### src/sar_adc_regs.svh
// Operation
// - Successive approximation gives an 8-bit result, one bit per five steps, readable.
// - Step clock is the oscillator divided by 12 or by 6.
// - After reset the divide-by-12 step clock is used.
// - At 8 MHz a conversion takes about 70 us slow, 35 us fast.
// - Writing start one launches a conversion and clears the done flag.
// - Finishing a conversion sets the done flag; result is then valid.
// - One conversion per start write; no automatic restart.
// - Start during a running conversion abandons it and begins afresh.
// - Start bit is write-only and always reads zero.
// - Converter interrupt request rises when the done flag is set.
// - Interrupt request reaches the core only while interrupt enable is set.
// - Power-on zero switches the converter off; one powers it.
// - Converter stays running and powered in wait mode unless power-on cleared.
// - End-of-conversion interrupt can wake the processor from wait mode.
// - Reset aborts conversion, control becomes 40h, enable clear, done set.
// - Control bits: enable 7, done 6, start 5, power 4, clock 2.
// - Clock select set gives divide by 6; cleared gives divide by 12.
// - Result register is read-only, result in bits 7 to 0.
`ifndef SAR_ADC_REGS_SVH
`define SAR_ADC_REGS_SVH

`define ADC_ADDR_W        12
`define ADC_RESULT_IDX    12'h0D0
`define ADC_CTRL_IDX      12'h0D1
`define ADC_RESULT_ADDR   12'h340
`define ADC_CTRL_ADDR     12'h344

`define ADC_CTRL_RESET    8'h40
`define ADC_BIT_IRQ_EN    7
`define ADC_BIT_DONE      6
`define ADC_BIT_START     5
`define ADC_BIT_POWER     4
`define ADC_BIT_CLK_SEL   2

`define ADC_DIV_SLOW      12
`define ADC_DIV_FAST      6
`define ADC_REF_OSC_MHZ   8
`define ADC_CONV_SLOW_US  70
`define ADC_CONV_FAST_US  35
`define ADC_CONV_STEPS    ((`ADC_CONV_SLOW_US * `ADC_REF_OSC_MHZ) / `ADC_DIV_SLOW)
`define ADC_BIT_STEPS     5
`define ADC_SAMPLE_STEPS  (`ADC_CONV_STEPS - 8 * `ADC_BIT_STEPS)

`endif

### src/sar_adc_pkg.sv
package sar_adc_pkg;

  typedef enum logic [1:0] {
    SAR_IDLE,
    SAR_SAMPLE,
    SAR_BITS
  } sar_phase_t;

  typedef struct packed {
    logic irq_en;
    logic done;
    logic power_on;
    logic clk_sel;
  } ctrl_t;

  typedef struct packed {
    sar_phase_t  phase;
    logic [5:0]  step_cnt;
    logic [2:0]  bit_idx;
    logic [7:0]  code;
    logic [7:0]  result;
    logic        done;
    logic        busy;
  } engine_state_t;

  typedef struct packed {
    logic [3:0] count;
    logic       tick;
  } div_state_t;

  typedef struct packed {
    ctrl_t       ctrl;
    logic [7:0]  result;
    logic        start;
    logic        irq;
    logic        pready;
    logic        pslverr;
    logic [31:0] prdata;
    logic        comp_meta;
    logic        comp_sync;
  } top_state_t;

endpackage

### src/sar_if.sv
`timescale 1ns/100ps
interface sar_if;
  logic       start;
  logic       step_en;
  logic       comp;
  logic       done;
  logic       busy;
  logic [7:0] code;
  logic [7:0] result;

  modport engine (
    input  start,
    input  step_en,
    input  comp,
    output done,
    output busy,
    output code,
    output result
  );

  modport ctrl (
    output start,
    output step_en,
    output comp,
    input  done,
    input  busy,
    input  code,
    input  result
  );
endinterface

### src/step_divider.sv
`timescale 1ns/100ps
`include "sar_adc_regs.svh"
module step_divider
  import sar_adc_pkg::*;
(
  // Clock and reset
  input  wire logic clk,
  input  wire logic rst,
  // Control
  input  wire logic enable,
  input  wire logic fast,
  // Step enable pulse
  output logic      tick
);

  localparam logic [3:0] LAST_SLOW = 4'(`ADC_DIV_SLOW - 1);
  localparam logic [3:0] LAST_FAST = 4'(`ADC_DIV_FAST - 1);

  div_state_t s;
  div_state_t next_s;
  logic [3:0] last;

  always_comb
  begin
    next_s = s;
    next_s.tick = 1'b0;
    last = fast ? LAST_FAST : LAST_SLOW;
    if (!enable)
    begin
      next_s.count = 4'h0;
    end
    else if (s.count >= last)
    begin
      next_s.count = 4'h0;
      next_s.tick = 1'b1;
    end
    else
    begin
      next_s.count = s.count + 4'h1;
    end
  end

  always_ff @(posedge clk or posedge rst)
  begin
    if (rst)
      s <= '0;
    else
      s <= next_s;
  end

  assign tick = s.tick;

endmodule

### src/sar_engine.sv
`timescale 1ns/100ps
`include "sar_adc_regs.svh"
module sar_engine
  import sar_adc_pkg::*;
(
  // Clock and reset
  input  wire logic clk,
  input  wire logic rst,
  // Converter side
  sar_if.engine     sar
);

  localparam logic [5:0] SAMPLE_LAST = 6'(`ADC_SAMPLE_STEPS - 1);
  localparam logic [5:0] BIT_LAST    = 6'(`ADC_BIT_STEPS - 1);

  engine_state_t s;
  engine_state_t next_s;

  always_comb
  begin
    next_s = s;
    next_s.done = 1'b0;
    if (sar.start)
    begin
      next_s.phase = SAR_SAMPLE;
      next_s.step_cnt = 6'h00;
      next_s.bit_idx = 3'h7;
      next_s.code = 8'h00;
      next_s.busy = 1'b1;
    end
    else if (sar.step_en)
    begin
      case (s.phase)
        SAR_IDLE:
        begin
          next_s.busy = 1'b0;
        end
        SAR_SAMPLE:
        begin
          if (s.step_cnt >= SAMPLE_LAST)
          begin
            next_s.phase = SAR_BITS;
            next_s.step_cnt = 6'h00;
            next_s.code = 8'h80;
          end
          else
            next_s.step_cnt = s.step_cnt + 6'h01;
        end
        SAR_BITS:
        begin
          if (s.step_cnt >= BIT_LAST)
          begin
            next_s.step_cnt = 6'h00;
            if (!sar.comp)
              next_s.code[s.bit_idx] = 1'b0;
            if (s.bit_idx == 3'h0)
            begin
              next_s.phase = SAR_IDLE;
              next_s.busy = 1'b0;
              next_s.done = 1'b1;
              next_s.result = {s.code[7:1], sar.comp};
            end
            else
            begin
              next_s.bit_idx = s.bit_idx - 3'h1;
              next_s.code[s.bit_idx - 3'h1] = 1'b1;
            end
          end
          else
            next_s.step_cnt = s.step_cnt + 6'h01;
        end
        default:
        begin
          next_s.phase = SAR_IDLE;
          next_s.busy = 1'b0;
        end
      endcase
    end
  end

  always_ff @(posedge clk or posedge rst)
  begin
    if (rst)
      s <= '0;
    else
      s <= next_s;
  end

  assign sar.done   = s.done;
  assign sar.busy   = s.busy;
  assign sar.code   = s.code;
  assign sar.result = s.result;

endmodule

### src/sar_adc_control.sv
`timescale 1ns/100ps
`include "sar_adc_regs.svh"
module sar_adc_control
  import sar_adc_pkg::*;
(
  // Clock and reset
  input  wire logic                   clk,
  input  wire logic                   rst,
  // APB slave
  input  wire logic                   psel,
  input  wire logic                   penable,
  input  wire logic                   pwrite,
  input  wire logic [`ADC_ADDR_W-1:0] paddr,
  input  wire logic [31:0]            pwdata,
  output logic      [31:0]            prdata,
  output logic                        pready,
  output logic                        pslverr,
  // Analog front end
  input  wire logic                   comp_in,
  output logic      [7:0]             dac_code,
  output logic                        converter_power,
  output logic                        conv_busy,
  // Core interrupt and wake
  output logic                        conv_irq
);

  top_state_t s;
  top_state_t next_s;
  sar_if      sar ();
  logic       step_tick;
  logic       access;
  logic       wr_ctrl;

  function automatic logic addr_hit(input logic [`ADC_ADDR_W-1:0] a);
    addr_hit = (a == `ADC_CTRL_ADDR) || (a == `ADC_RESULT_ADDR);
  endfunction

  function automatic logic [31:0] read_word(
    input logic [`ADC_ADDR_W-1:0] a,
    input ctrl_t                  c,
    input logic [7:0]             r
  );
    logic [7:0] b;
    b = 8'h00;
    if (a == `ADC_CTRL_ADDR)
    begin
      b[`ADC_BIT_IRQ_EN]  = c.irq_en;
      b[`ADC_BIT_DONE]    = c.done;
      b[`ADC_BIT_POWER]   = c.power_on;
      b[`ADC_BIT_CLK_SEL] = c.clk_sel;
    end
    else if (a == `ADC_RESULT_ADDR)
      b = r;
    read_word = {24'h000000, b};
  endfunction

  step_divider u_div (
    .clk    (clk),
    .rst    (rst),
    .enable (s.ctrl.power_on),
    .fast   (s.ctrl.clk_sel),
    .tick   (step_tick)
  );

  sar_engine u_engine (
    .clk (clk),
    .rst (rst),
    .sar (sar.engine)
  );

  assign sar.start   = s.start;
  assign sar.step_en = step_tick && s.ctrl.power_on;
  assign sar.comp    = s.comp_sync;

  assign access  = psel && penable;
  assign wr_ctrl = access && s.pready && pwrite
                   && (paddr == `ADC_CTRL_ADDR);

  always_comb
  begin
    next_s = s;
    next_s.pready = 1'b0;
    next_s.pslverr = 1'b0;
    next_s.start = 1'b0;
    next_s.comp_meta = comp_in;
    next_s.comp_sync = s.comp_meta;
    // One wait state, answer from registers
    if (access && !s.pready)
    begin
      next_s.pready = 1'b1;
      next_s.pslverr = !addr_hit(paddr);
      next_s.prdata = pwrite ? 32'h00000000
                             : read_word(paddr, s.ctrl, s.result);
    end
    // only a completed, unaborted conversion lands
    if (sar.done && !s.start)
    begin
      next_s.result = sar.result;
      next_s.ctrl.done = 1'b1;
    end
    if (wr_ctrl)
    begin
      next_s.ctrl.irq_en   = pwdata[`ADC_BIT_IRQ_EN];
      next_s.ctrl.power_on = pwdata[`ADC_BIT_POWER];
      next_s.ctrl.clk_sel  = pwdata[`ADC_BIT_CLK_SEL];
      if (pwdata[`ADC_BIT_START])
      begin
        next_s.start = 1'b1;
        next_s.ctrl.done = 1'b0;
      end
    end
    next_s.irq = next_s.ctrl.done && next_s.ctrl.irq_en;
  end

  // reset value 40h, divide by 12
  always_ff @(posedge clk or posedge rst)
  begin
    if (rst)
    begin
      s <= '0;
      s.ctrl.done <= 1'(`ADC_CTRL_RESET >> `ADC_BIT_DONE);
    end
    else
      s <= next_s;
  end

  assign prdata          = s.prdata;
  assign pready          = s.pready;
  assign pslverr         = s.pslverr;
  assign converter_power = s.ctrl.power_on;
  assign conv_irq        = s.irq;
  assign dac_code        = sar.code;
  assign conv_busy       = sar.busy;

endmodule

### config.mk
export PLATFORM = sky130hd
export DESIGN_NAME = sar_adc_control
export DESIGN_NICKNAME = d
export VERILOG_FILES = /design/src/sar_adc_pkg.sv /design/src/sar_if.sv /design/src/step_divider.sv /design/src/sar_engine.sv /design/src/sar_adc_control.sv
export VERILOG_INCLUDE_DIRS = /design/src /design/src/src
export SDC_FILE = /design/constraint.sdc
export NUM_CORES = 1
export LEC_CHECK = 0
export BUFFER_PORTS_ARGS = -buffer_cell sky130_fd_sc_hd__buf_4
export CAP_MARGIN = 20
export CORE_MARGIN = 5
export CORE_UTILIZATION = 56
export DETAILED_ROUTE_END_ITERATION = 6
export HOLD_SLACK_MARGIN = 0.15
export PLACE_DENSITY = 0.85
export SYNTH_ARGS = -nofsm -noshare
export SYNTH_HDL_FRONTEND = slang
export SYNTH_SLANG_ARGS = --single-unit
### constraint.sdc
create_clock -name clk -period 3.5 [get_ports clk]
set_input_delay 0.35 -clock clk [delete_from_list [all_inputs] [get_ports clk]]
set_output_delay 0.35 -clock clk [all_outputs]
set_load 0.01 [all_outputs]
==> Yosys cells after proc, flatten, opt, wreduce, memory -nomap -nowiden <==
Cells that the tools add are included.
{ "word_totals": {"regBits": 84, "latch_bits": 0, "ram_bits": 0, "mem_bits_ro": 0, "out_inout_bits": 45, "elab_cells": 118, "memories": 0} }
{ "op_classes": {"addsub": 3, "n_mul": 0, "div": 0, "magnitude_cmp": 7, "eq_ne": 10, "shifts": 0, "muxes": 47, "n_bitwise": 4, "reduce_logical": 26} }
{ "ops": {"columns": ["cell", "n"], "rows": [
  ["2-to-1 mux 8 bit", 8],
  ["2-to-1 mux 34 bit", 1],
  ["2-to-1 mux 29 bit", 1],
  ["== test 12 x 10 -> 1 bit (second input constant)", 2],
  ["2-to-1 mux 21 bit", 1],
  ["2-to-1 mux 19 bit", 1],
  ["2-to-1 mux 4 bit", 4],
  ["one-hot mux 8 bit (2 select lines)", 1],
  ["2-to-1 mux 1 bit", 14],
  [">= comparator 6 x 3 -> 1 bit (second input constant)", 2],
  ["2-to-1 mux 6 bit", 2],
  ["one-hot mux 6 bit (2 select lines)", 1],
  ["AND reduction 4 bit", 3],
  ["2-to-1 mux 11 bit", 1],
  ["logical AND 1 bit", 10],
  ["2-to-1 mux 10 bit", 1],
  ["2-to-1 mux 2 bit", 5],
  ["AND reduction 5 bit", 2],
  ["2-to-1 mux 9 bit", 1],
  ["inequality test 3 x 2 -> 1 bit (second input constant)", 3],
  ["bitwise AND 8 bit", 1],
  ["less-than comparator 3 x 4 -> 1 bit (second input constant)", 2],
  ["NOT 8 bit", 1],
  ["OR 8 bit", 1],
  ["20 further kinds", 28]
]} }

==> Longest topological paths before layout <==
Gate-level depths: netlist (run 1).
{ "logic_depth": {"ltp_word": 17, "ltp_mapped": 7} }

==> Modules after synthesis <==
Synthesis (run 1) repeated with hierarchy kept, for this count alone.
{ "hier_totals": {"cells_unflattened": 301, "area_unflattened_um2": 3226.8} }
{ "modules_own_cells": {"columns": ["module", "n_inst", "cells_each", "area_per_inst_um2", "seq_area_each_um2"], "rows": [
  ["sar_engine", 1, 165, 1645.3, 725.7],
  ["sar_adc_control", 1, 111, 1312.5, 651.9],
  ["step_divider", 1, 25, 269.0, 125.1]
]} }

==> Worst setup path before layout (run 1) <==
OpenSTA, ideal clock, no wires.
{ "synth_timing": {"kind": "register -> register", "startpoint": "reg u_engine.s[21] (netlist name)", "endpoint": "reg u_engine.s, in the netlist u_engine.sar.code[7]", "arrival_ns": 1.580, "slack_ns": 1.793, "stages_incl_launch_ff": 8, "path_cell_list": "dfrtp_1 inv_1 ha_1 nor2b_1 o21ai_2 nor3_1 nand2b_4 mux2_1"} }
{ "synth_via": {"elab_chain_cells": 3, "elab_cells_between_ends": 5, "classes_between": "order compare: 2; eq/ne: 2; reduce/logical: 1"} }
{ "synth_lines": {"columns": ["element", "line_no", "text"], "rows": [
  ["start: declaration", "sar_engine.sv:16", "engine_state_t s;"],
  ["start signal: assignment", "sar_engine.sv:86", "s <= next_s;"],
  [">= comparator 6 x 3 -> 1 bit, on equally long branches", "sar_engine.sv:51, sar_engine.sv:40", null],
  ["inequality test 3 x 2 -> 1 bit (no line)", null, null],
  ["AND reduction 4 bit (no line) (*)", null, null]
]} }
Mark *: on every way between the ends. The rest lies on a longest branch, timed or not.
A chain may end at the register's enable or synchronous reset.

==> Worst setup path in the final report (run 1) <==
{ "layout_timing": {"startpoint": "reg s, in the netlist converter_power", "endpoint": "reg u_engine.s, in the netlist u_engine.sar.code[7]"} }
{ "layout_via": {"elab_chain_cells": 3} }
{ "layout_lines": {"columns": ["element", "line_no", "text"], "rows": [
  ["start: declaration", "sar_adc_control.sv:27", "top_state_t s;"],
  ["start signal: assignment", "sar_adc_control.sv:124", "s <= next_s;"],
  ["logical AND 1 bit", "sar_adc_control.sv:72", "assign sar.step_en = step_tick && s.ctrl.power_on;"],
  ["nonzero test 2 bit (no line)", null, null],
  ["AND reduction 4 bit (no line)", null, null]
]} }
No other way between the ends.

==> summary.md, run 1 <==
| Metric | Value |
|---|---|
| Status | complete, no violations |
| Hold Slack | 0.192 ns |
| DR vias/cell | 5.43 |
| CTS Root Cell | clkbuf_8 |
| Slowest CP cell | dfrtp_1 |
| Rows | 27 |
| Slew Limit Fails | 0 |
| Vias in the first global route | 2197 |
| All-layer global routing usage | 0.184 |
| GP Congestion | 0.847 |
| CP Max Fanout | 9 |
| Clock latency on the worst-skew pair | 0.34 ns |
| H-tree Lvls | 3 |
| DRT Wirelength | 6510 um |
| Drt wl/cell | between 15 and 20 um |
| Vert. Die Dim | approximately 86 um |
| Min cycle time layout | between 2 and 2.5 ns |
| Remaining DRCs | 0 |
| Grt ovf | 0 |
| Cell count after synthesis | 301 |
| Chip Width | 86.1 um |
| FFs w/ async S/R, synth | 1.00 |
| CTS Buf Count | 9 |
| Port-buffer cells | 42 |
| Die area | 7420 um^2 |
| WP data required | 3.72 ns |
| DR vias | roughly 2200 |
| Setup CP Type | flip-flop to flip-flop |
| Setup crit end kind | flip-flop |
| Number of flops mapped to enable cells by yosys | 0 |
| TNS Setup | 0 ns |
| TritonCTS clock tree | done |
| Initial antenna violation count | 0 |
| N_diodes | 0 |
| Area Overhead vs Synth | 13.2% |
| Initial DRC count | about 140 |
| Clk_skew | 0.0117 ns |
| Post-synthesis sequential area ratio | 0.463 |
| Final setup viols | 0 |
| Setup Fix Bufs, Post-CTS | 0 |
| Yosys warning count | 0 |
| Clock Sink Count | 60 |
| Unique masters post-synth | 60 |
| Final-stage net count | about 390 |
| Post-CTS Resized | 0 |
| P_leak | 1.83 nW |
| Worst Hold Class | input pin to asynchronous set/reset pin |
| Maximum vdd ir drop | 256 uV |
| Worst slew pin tran | 0.897 ns |
| Total of max-cap violations | 0 |
| Most frequent cells in the layout | dfrtp_1 (59), buf_4 (43), conb_1 (24), nand2_1 (23), nor2_1 (18) |
| Router iterations before antenna repair | 4 |
| Hold_buf cts | 1 |
| Power, Total | 0.00153 W |
| Max-slew headroom | 0.402 |
| Seq cells post-synth | 60 |
| Largest net degree at the start of global routing | 43 |
| Most common cell after layout, fill and taps aside | dfrtp_1 |
| Setup crit start kind | flip-flop |
| Power Density | 416 nW/um^2 |
| Post-Syn Area | around 3200 um^2 |
| Post-route antenna net violation count | 0 |
| Deepest clock path buffer count | 2 |
| Global-route wire length before repair | 10600 um |
| CP peak stage delay | 0.53 ns |
| Dpl hpwl | about 4700 um |
| RSZ-0062 raised after global routing | no |
| Data arrival time of the worst path | between 2 and 2.5 ns |
| Layout cell share with drive strength beyond 1 | 0.275 |
| Hold Fails Final Rpt | 0 |
| Crit share post-route | 0.589 |
| Crit-path cells | and2_0 > nand2_1 > nor3_1 > nand2b_4 > mux2_1 |
| Syn Area/Cell | 10.8 um^2 |
| Io pins | between 90 and 100 |
| Top FF cell, synth | dfrtp_1 |
| Max Fclk | about 490 MHz |
| Initial Util | 0.582 |
| Clock slew at reported path FFs | approximately 0.070 ns |
| Core area | 5570 um^2 |
==> area by class of cell <==
| type | count | area [um^2] |
|---|---|---|
| clock buffer | 9 | 124 |
| clock inverter | 7 | 124 |
| fill | 443 | 1900 |
| inverter | 10 | 37.5 |
| multi-input combinational | 208 | 1460 |
| sequential | 60 | 1500 |
| tap | 72 | 90.1 |
| timing repair buffer | 44 | 333 |
==> power breakdown <==
part | switching (W) | internal (W) | leakage, nW
Clock | 0.000293 | 0.000477 | 0.120
Combinational | 0.0000387 | 0.0000222 | 0.888
Sequential | 0.00000146 | 0.000696 | 0.824
==> worst max-delay path: cells and delay by family, from the launching register on <==
kind,cells,cell delay (ns)
and+or+nand+nor,4,1.09
muxes,1,0.33
DFF,1,0.53
==> worst paths after layout <==
check	startpoint	endpoint	slack, ns	cells after the start
setup reg to reg	converter_power$_DFFE_PP0N_	u_engine.sar.code[7]$_DFFE_PP0P_	1.44	5
hold reg to reg	next_s[0]$_DFF_PP0_	sar.comp$_DFF_PP0_	0.36	0
hold / removal	rst	u_engine.s[27]$_DFFE_PP0P_	0.19	2
max in group asynchronous	rst	s[43]$_DFFE_PP0P_	2.51	3
min in group clk	pwdata[2]	s[46]$_DFFE_PP0N_	0.22	3
setup / recovery	converter_power$_DFFE_PP0N_	u_engine.sar.code[7]$_DFFE_PP0P_	1.44	5
==> sequential cells by signal, indices dropped and copies added (netlist names) <==
| register | flops |
|---|---|
| u_engine.s | 11 |
| conv_irq | 1 |
| converter_power | 1 |
| u_engine.sar.done | 1 |
| pslverr | 1 |
| sar.comp | 1 |
| next_s | 1 |
| u_div.s | 4 |
| u_engine.sar.busy | 1 |
| prdata | 8 |
| pready | 1 |
| u_engine.sar.code | 8 |
| u_div.tick | 1 |
| u_engine.sar.result | 8 |
| s | 11 |
| sar.start | 1 |
==> synthesized netlist by cell type, types with 2 or more instances <==
cell / instances / area share
o21ai_1: 2 / 0.0031
nor2_1: 18 / 0.021
buf_4: 40 / 0.093
or3_1: 2 / 0.0039
a31o_1: 3 / 0.0081
nor4_1: 4 / 0.0077
dfrtp_1: 59 / 0.46
a31oi_1: 2 / 0.0039
nand4_1: 4 / 0.0077
mux2_2: 9 / 0.031
nand2_4: 2 / 0.0069
mux2i_1: 5 / 0.015
a21oi_1: 11 / 0.017
nor2b_1: 4 / 0.0077
mux2_4: 8 / 0.037
inv_1: 10 / 0.012
nor3_1: 7 / 0.011
a21o_1: 2 / 0.0046
and3_1: 4 / 0.0077
ha_1: 10 / 0.039
o2bb2ai_1: 2 / 0.0054
nand3_1: 10 / 0.015
xnor2_1: 3 / 0.0081
clkbuf_1: 2 / 0.0023
xor2_1: 2 / 0.0054
a22o_1: 4 / 0.011
nand2b_1: 3 / 0.0058
o211ai_1: 2 / 0.0046
and3b_1: 2 / 0.0054
buf_2: 4 / 0.0062
o21ai_0: 10 / 0.015
nand2_1: 23 / 0.027
==> layer usage <==
metal | global-route usage | wire length, um
met2 | 0.300 | 3290
met3 | 0.0634 | 509
met5 | 0 | 0
met4 | 0.0647 | 92
met1 | 0.228 | 2620
==> cells by family (layout without fill, tap and decap cells) <==
kind of cell    count (synthesis)  in the layout  synth area share
fa+ha+maj                      10             10            0.0386
mux                            23             23            0.0872
buf+inv                        56             70             0.113
other cells                     1             24           0.00116
flops                          60             60             0.463
simple gates                   99             99             0.186
xor+xnor                        5              5            0.0135
compound gates                 47             47            0.0980
==> metrics by stage <==
step                utilization  worst slack [ns]  cell area [um^2]  instances
floorplan                     -              1.67              3330        324
global route              0.659              1.33              3670        410
finish                    0.659              1.44              3670        410
detailed placement        0.613              1.50              3420        393
CTS                       0.659              1.47              3670        410
global placement          0.613              1.54              3420        393
Note: power is estimated with default switching activity, not from simulation.
==> run 2: changes to the inputs <==
- ABC_AREA: default -> 1
- CORE_UTILIZATION: 56 -> 52
- PLACE_DENSITY: 0.85 -> 0.8
- clock period: 3.5 -> 1.9 ns (I/O delays scaled with it)
==> run 2 against run 1 <==
Core utilization shrank 4.7 points. Critical endpoint is now u_engine.sar.result[7]$_DFFE_PP0P_. Sequential power grew 97%. Synthesized cell count rose by 26%. Critical path depth increased by 4. Via count increased by 9.2%. Highest routed layer unchanged. Count of clock-buffer cells in the layout unchanged. Combinational power rose to 5.3 times the previous value. Non-clock buffer count grew 6. Cell count increased by 22%. Power up 78%. Clock power rose by 34%. Design area fell by 0.75%.
==> summary.md, run 2 <==
| Metric | Value |
|---|---|
| Worst Hold Class | input pin to flip-flop (was input pin to asynchronous set/reset pin) |
| Setup CP Type | flip-flop to flip-flop (unchanged) |
| Combinational family with the most area after synthesis | simple AND/OR/NAND/NOR gates (unchanged) |
| Initial antenna violation count | 0 (unchanged) |
| Global-route wire length before repair | 10700 um (was 10600 um) |
| Unique masters post-synth | 29 (was 60) |
| Clock latency on the worst-skew pair | 0.34 ns (about the same) |
| Deepest clock path buffer count | 2 (unchanged) |
| Rows | 28 (was 27) |
| Number of flops mapped to enable cells by yosys | 0 (unchanged) |
| H-tree Lvls | 3 (unchanged) |
| Most frequent cells in the layout | nand2_1 (89), dfrtp_1 (59), inv_1 (46), buf_4 (44), nor2_1 (30) (was dfrtp_1 (59), buf_4 (43), conb_1 (24), nand2_1 (23), nor2_1 (18)) |
| Io pins | 95 (unchanged) |
| Port-buffer cells | 42 (unchanged) |
| P_leak | 1.97 nW (was 1.83 nW) |
| Min cycle time layout | 1.61 ns (was 2.06 ns) |
| Post-synthesis sequential area ratio | 0.468 (was 0.463) |
| Total of max-cap violations | 0 (unchanged) |
| Dpl hpwl | 4570 um (was 4660 um) |
| Final setup viols | 0 (unchanged) |
| Post-synth top area share | 0.460 (was 0.455) |
| Top cells by count, synth | nand2_1 (89), dfrtp_1 (59), inv_1 (47) (was dfrtp_1 (59), buf_4 (40), nand2_1 (23)) |
| GP Congestion | 0.853 (was 0.847) |
| Clock slew at reported path FFs | 0.07 ns (about the same) |
| Cell count after synthesis | 380 (was 301) |
| XOR/XNOR share of the synthesized area | 0.00546 (was 0.0135) |
| Chip Width | 88.6 um (was 86.1 um) |
| Remaining DRCs | 0 (unchanged) |
| TritonCTS clock tree | done (unchanged) |
| CTS Buf Count | 9 (unchanged) |
| Vert. Die Dim | 88.6 um (was 86.1 um) |
| Data arrival time of the worst path | 1.89 ns (was 2.28 ns) |
| R2R Path Start | u_engine.s[27]$_DFFE_PP0P_ (was converter_power$_DFFE_PP0N_) |
| Final-stage net count | 482 (was 393) |
| DRT Wirelength | 6220 um (was 6510 um) |
| Max Fclk | 621 MHz (was 485 MHz) |
| Fin area | 3650 um^2 (was 3670 um^2) |
| Core area | 5960 um^2 (was 5570 um^2) |
| Top FF cell, synth | dfrtp_1 (unchanged) |
| Post-Synth Adder-Cell Area | 0.0390 (was 0.0386) |
| N_diodes | 0 (unchanged) |
| Top flop regs | s x11, u_engine.s x11 (unchanged) |
| Slew Limit Fails | 0 (unchanged) |
| Hold Path End | s[49]$_DFF_PP0_ |
| Hold Fails Final Rpt | 0 (unchanged) |
| Layout Utilization | 0.612 (was 0.659) |
| Worst hold start | pwdata[7] |
| RSZ-0062 raised after global routing | no (unchanged) |
| DR vias/cell | 4.84 (was 5.43) |
| Area Overhead vs Synth | 13.6% (was 13.2%) |
| Initial DRC count | 141 (was 143) |
| Clock Sink Count | 60 (unchanged) |
| Grt ovf | 0 (unchanged) |
| All-layer global routing usage | 0.179 (was 0.184) |
| Setup crit start kind | flip-flop (unchanged) |
| Router iterations before antenna repair | 4 (unchanged) |
| Post-Syn Area | 3210 um^2 (was 3240 um^2) |
| Vias in the first global route | 2443 (was 2197) |
| Yosys warning count | 0 (unchanged) |
| Worst R2R Path Depth | 9 (was 5) |
| Drt wl/cell | 12.4 um (was 15.9 um) |
| Mux contribution to synthesized area | 0.0281 (was 0.0872) |
| Setup crit end kind | flip-flop (unchanged) |
| Seq cells post-synth | 60 (unchanged) |
| Syn Area/Cell | 8.45 um^2 (was 10.8 um^2) |
| Crit share post-route | 0.847 (was 0.589) |
| Maximum vdd ir drop | 468 uV (was 256 uV) |
| Reg2reg end | u_engine.sar.result[7]$_DFFE_PP0P_ (was u_engine.sar.code[7]$_DFFE_PP0P_) |
| Die area | 7840 um^2 (was 7420 um^2) |
| Initial Util | 0.539 (was 0.582) |
| Hold_buf cts | 5 (was 1) |
| FFs w/ async S/R, synth | 1.00 (unchanged) |
| Layout cell share with drive strength beyond 1 | 0.211 (was 0.275) |
| Largest net degree at the start of global routing | 40 (was 43) |
| Post-CTS Resized | 0 (unchanged) |
| Compound-gate portion of the synthesized area | 0.0776 (was 0.0980) |
| Yosys top cell by area | dfrtp_1 (unchanged) |
| Clk_skew | 0.0112 ns (was 0.0117 ns) |
| Most numerous cell in the Yosys netlist | nand2_1 (was dfrtp_1) |
| DR vias | 2430 (was 2225) |
| Most common cell after layout, fill and taps aside | nand2_1 (was dfrtp_1) |
| TNS Setup | 0 ns (unchanged) |
| Worst Hold Depth | 5 |
| CTS Root Cell | clkbuf_8 (unchanged) |
| Reg2Reg Setup Slack | 0.29 ns (was 1.44 ns) |
| WP data required | 2.18 ns (was 3.72 ns) |
| Synthesized-area fraction occupied by and/or/nand/nor cells | 0.222 (was 0.186) |
| Post-route antenna net violation count | 0 (unchanged) |
| Power Density | 748 nW/um^2 (was 416 nW/um^2) |
| Status | complete, no violations (unchanged) |
| Setup Fix Bufs, Post-CTS | 0 (unchanged) |
| Placed inst area | 3420 um^2 (about the same) |
| CP Max Fanout | 15 (was 9) |
| Top post-synthesis cells by area | dfrtp_1 (46%), nand2_1 (10%), buf_4 (9.6%), inv_1 (5.5%), ha_1 (3.9%) (was dfrtp_1 (46%), buf_4 (9.3%), ha_1 (3.9%), mux2_4 (3.7%), mux2_2 (3.1%)) |
run 2: cell type report:
class | instances | area [um^2]
clock buffers | 9 | 124
flip-flops and latches | 60 | 1500
repair buffers | 50 | 400
clock inverters | 7 | 51.3
multi-input cells | 251 | 1280
well taps | 75 | 93.8
fillers | 522 | 2310
inverters | 50 | 189
run 2: cell families after synthesis:
group,count (synthesis)
simple gates,162
buf+inv,92
flops,60
compound gates,45
fa+ha+maj,10
mux,8
xor+xnor,2
other cells,1
run 2: metrics by stage:
stage | power, W | worst slack, ns | std cells | hold WS (ns)
after global routing | 0.00286 | 0.154 | 502 | 0.190
after floorplan | 0.00164 | 0.227 | 403 | 0.221
after global placement | 0.00169 | 0.396 | 481 | 0.237
final | 0.00273 | 0.290 | 502 | 0.196
after detailed placement | 0.00171 | 0.334 | 481 | 0.243
after CTS | 0.00275 | 0.300 | 502 | 0.168
run 2: worst max path at each step:
| stage | end | slack (ns) | startpoint | cells past startpoint |
|---|---|---|---|---|
| after floorplan | conv_irq$_DFF_PP0_ | 0.23 | rst | 1 |
| final | u_engine.sar.result[7]$_DFFE_PP0P_ | 0.29 | u_engine.s[27]$_DFFE_PP0P_ | 9 |
| after CTS | u_engine.sar.result[7]$_DFFE_PP0P_ | 0.30 | u_engine.s[27]$_DFFE_PP0P_ | 9 |
| after global routing | u_engine.sar.result[7]$_DFFE_PP0P_ | 0.15 | u_engine.s[27]$_DFFE_PP0P_ | 9 |
| after global placement | u_engine.sar.result[0]$_DFFE_PP0P_ | 0.40 | u_engine.s[27]$_DFFE_PP0P_ | 9 |
| after detailed placement | u_engine.sar.result[0]$_DFFE_PP0P_ | 0.33 | u_engine.s[27]$_DFFE_PP0P_ | 9 |
run 2: routing by layer:
| layer | vias up | share of wire | global-route usage |
|---|---|---|---|
| li1 | 1227 | - | - |
| met1 | 1108 | 0.41 | 0.211 |
| met2 | 89 | 0.49 | 0.298 |
| met3 | 6 | 0.087 | 0.0624 |
| met4 | 0 | 0.013 | 0.0714 |
| met5 | - | 0 | 0 |
run 2: worst max-delay path, cell delays in order, from the launching register on:
cell	delay, ns
dfrtp_1	0.45
inv_2	0.09
nand2_2	0.07
clkinv_2	0.07
nand2_2	0.08
nor3_4	0.32
nand2_4	0.22
inv_1	0.14
nand2_1	0.06
nand2_1	0.06
run 2: power breakdown:
group | switching (W) | total [W] | leakage, nW | internal (W)
clock network | 0.000557 | 0.00103 | 0.0860 | 0.000478
logic | 0.000186 | 0.000322 | 1.08 | 0.000135
registers | 0.0000389 | 0.00137 | 0.807 | 0.00133
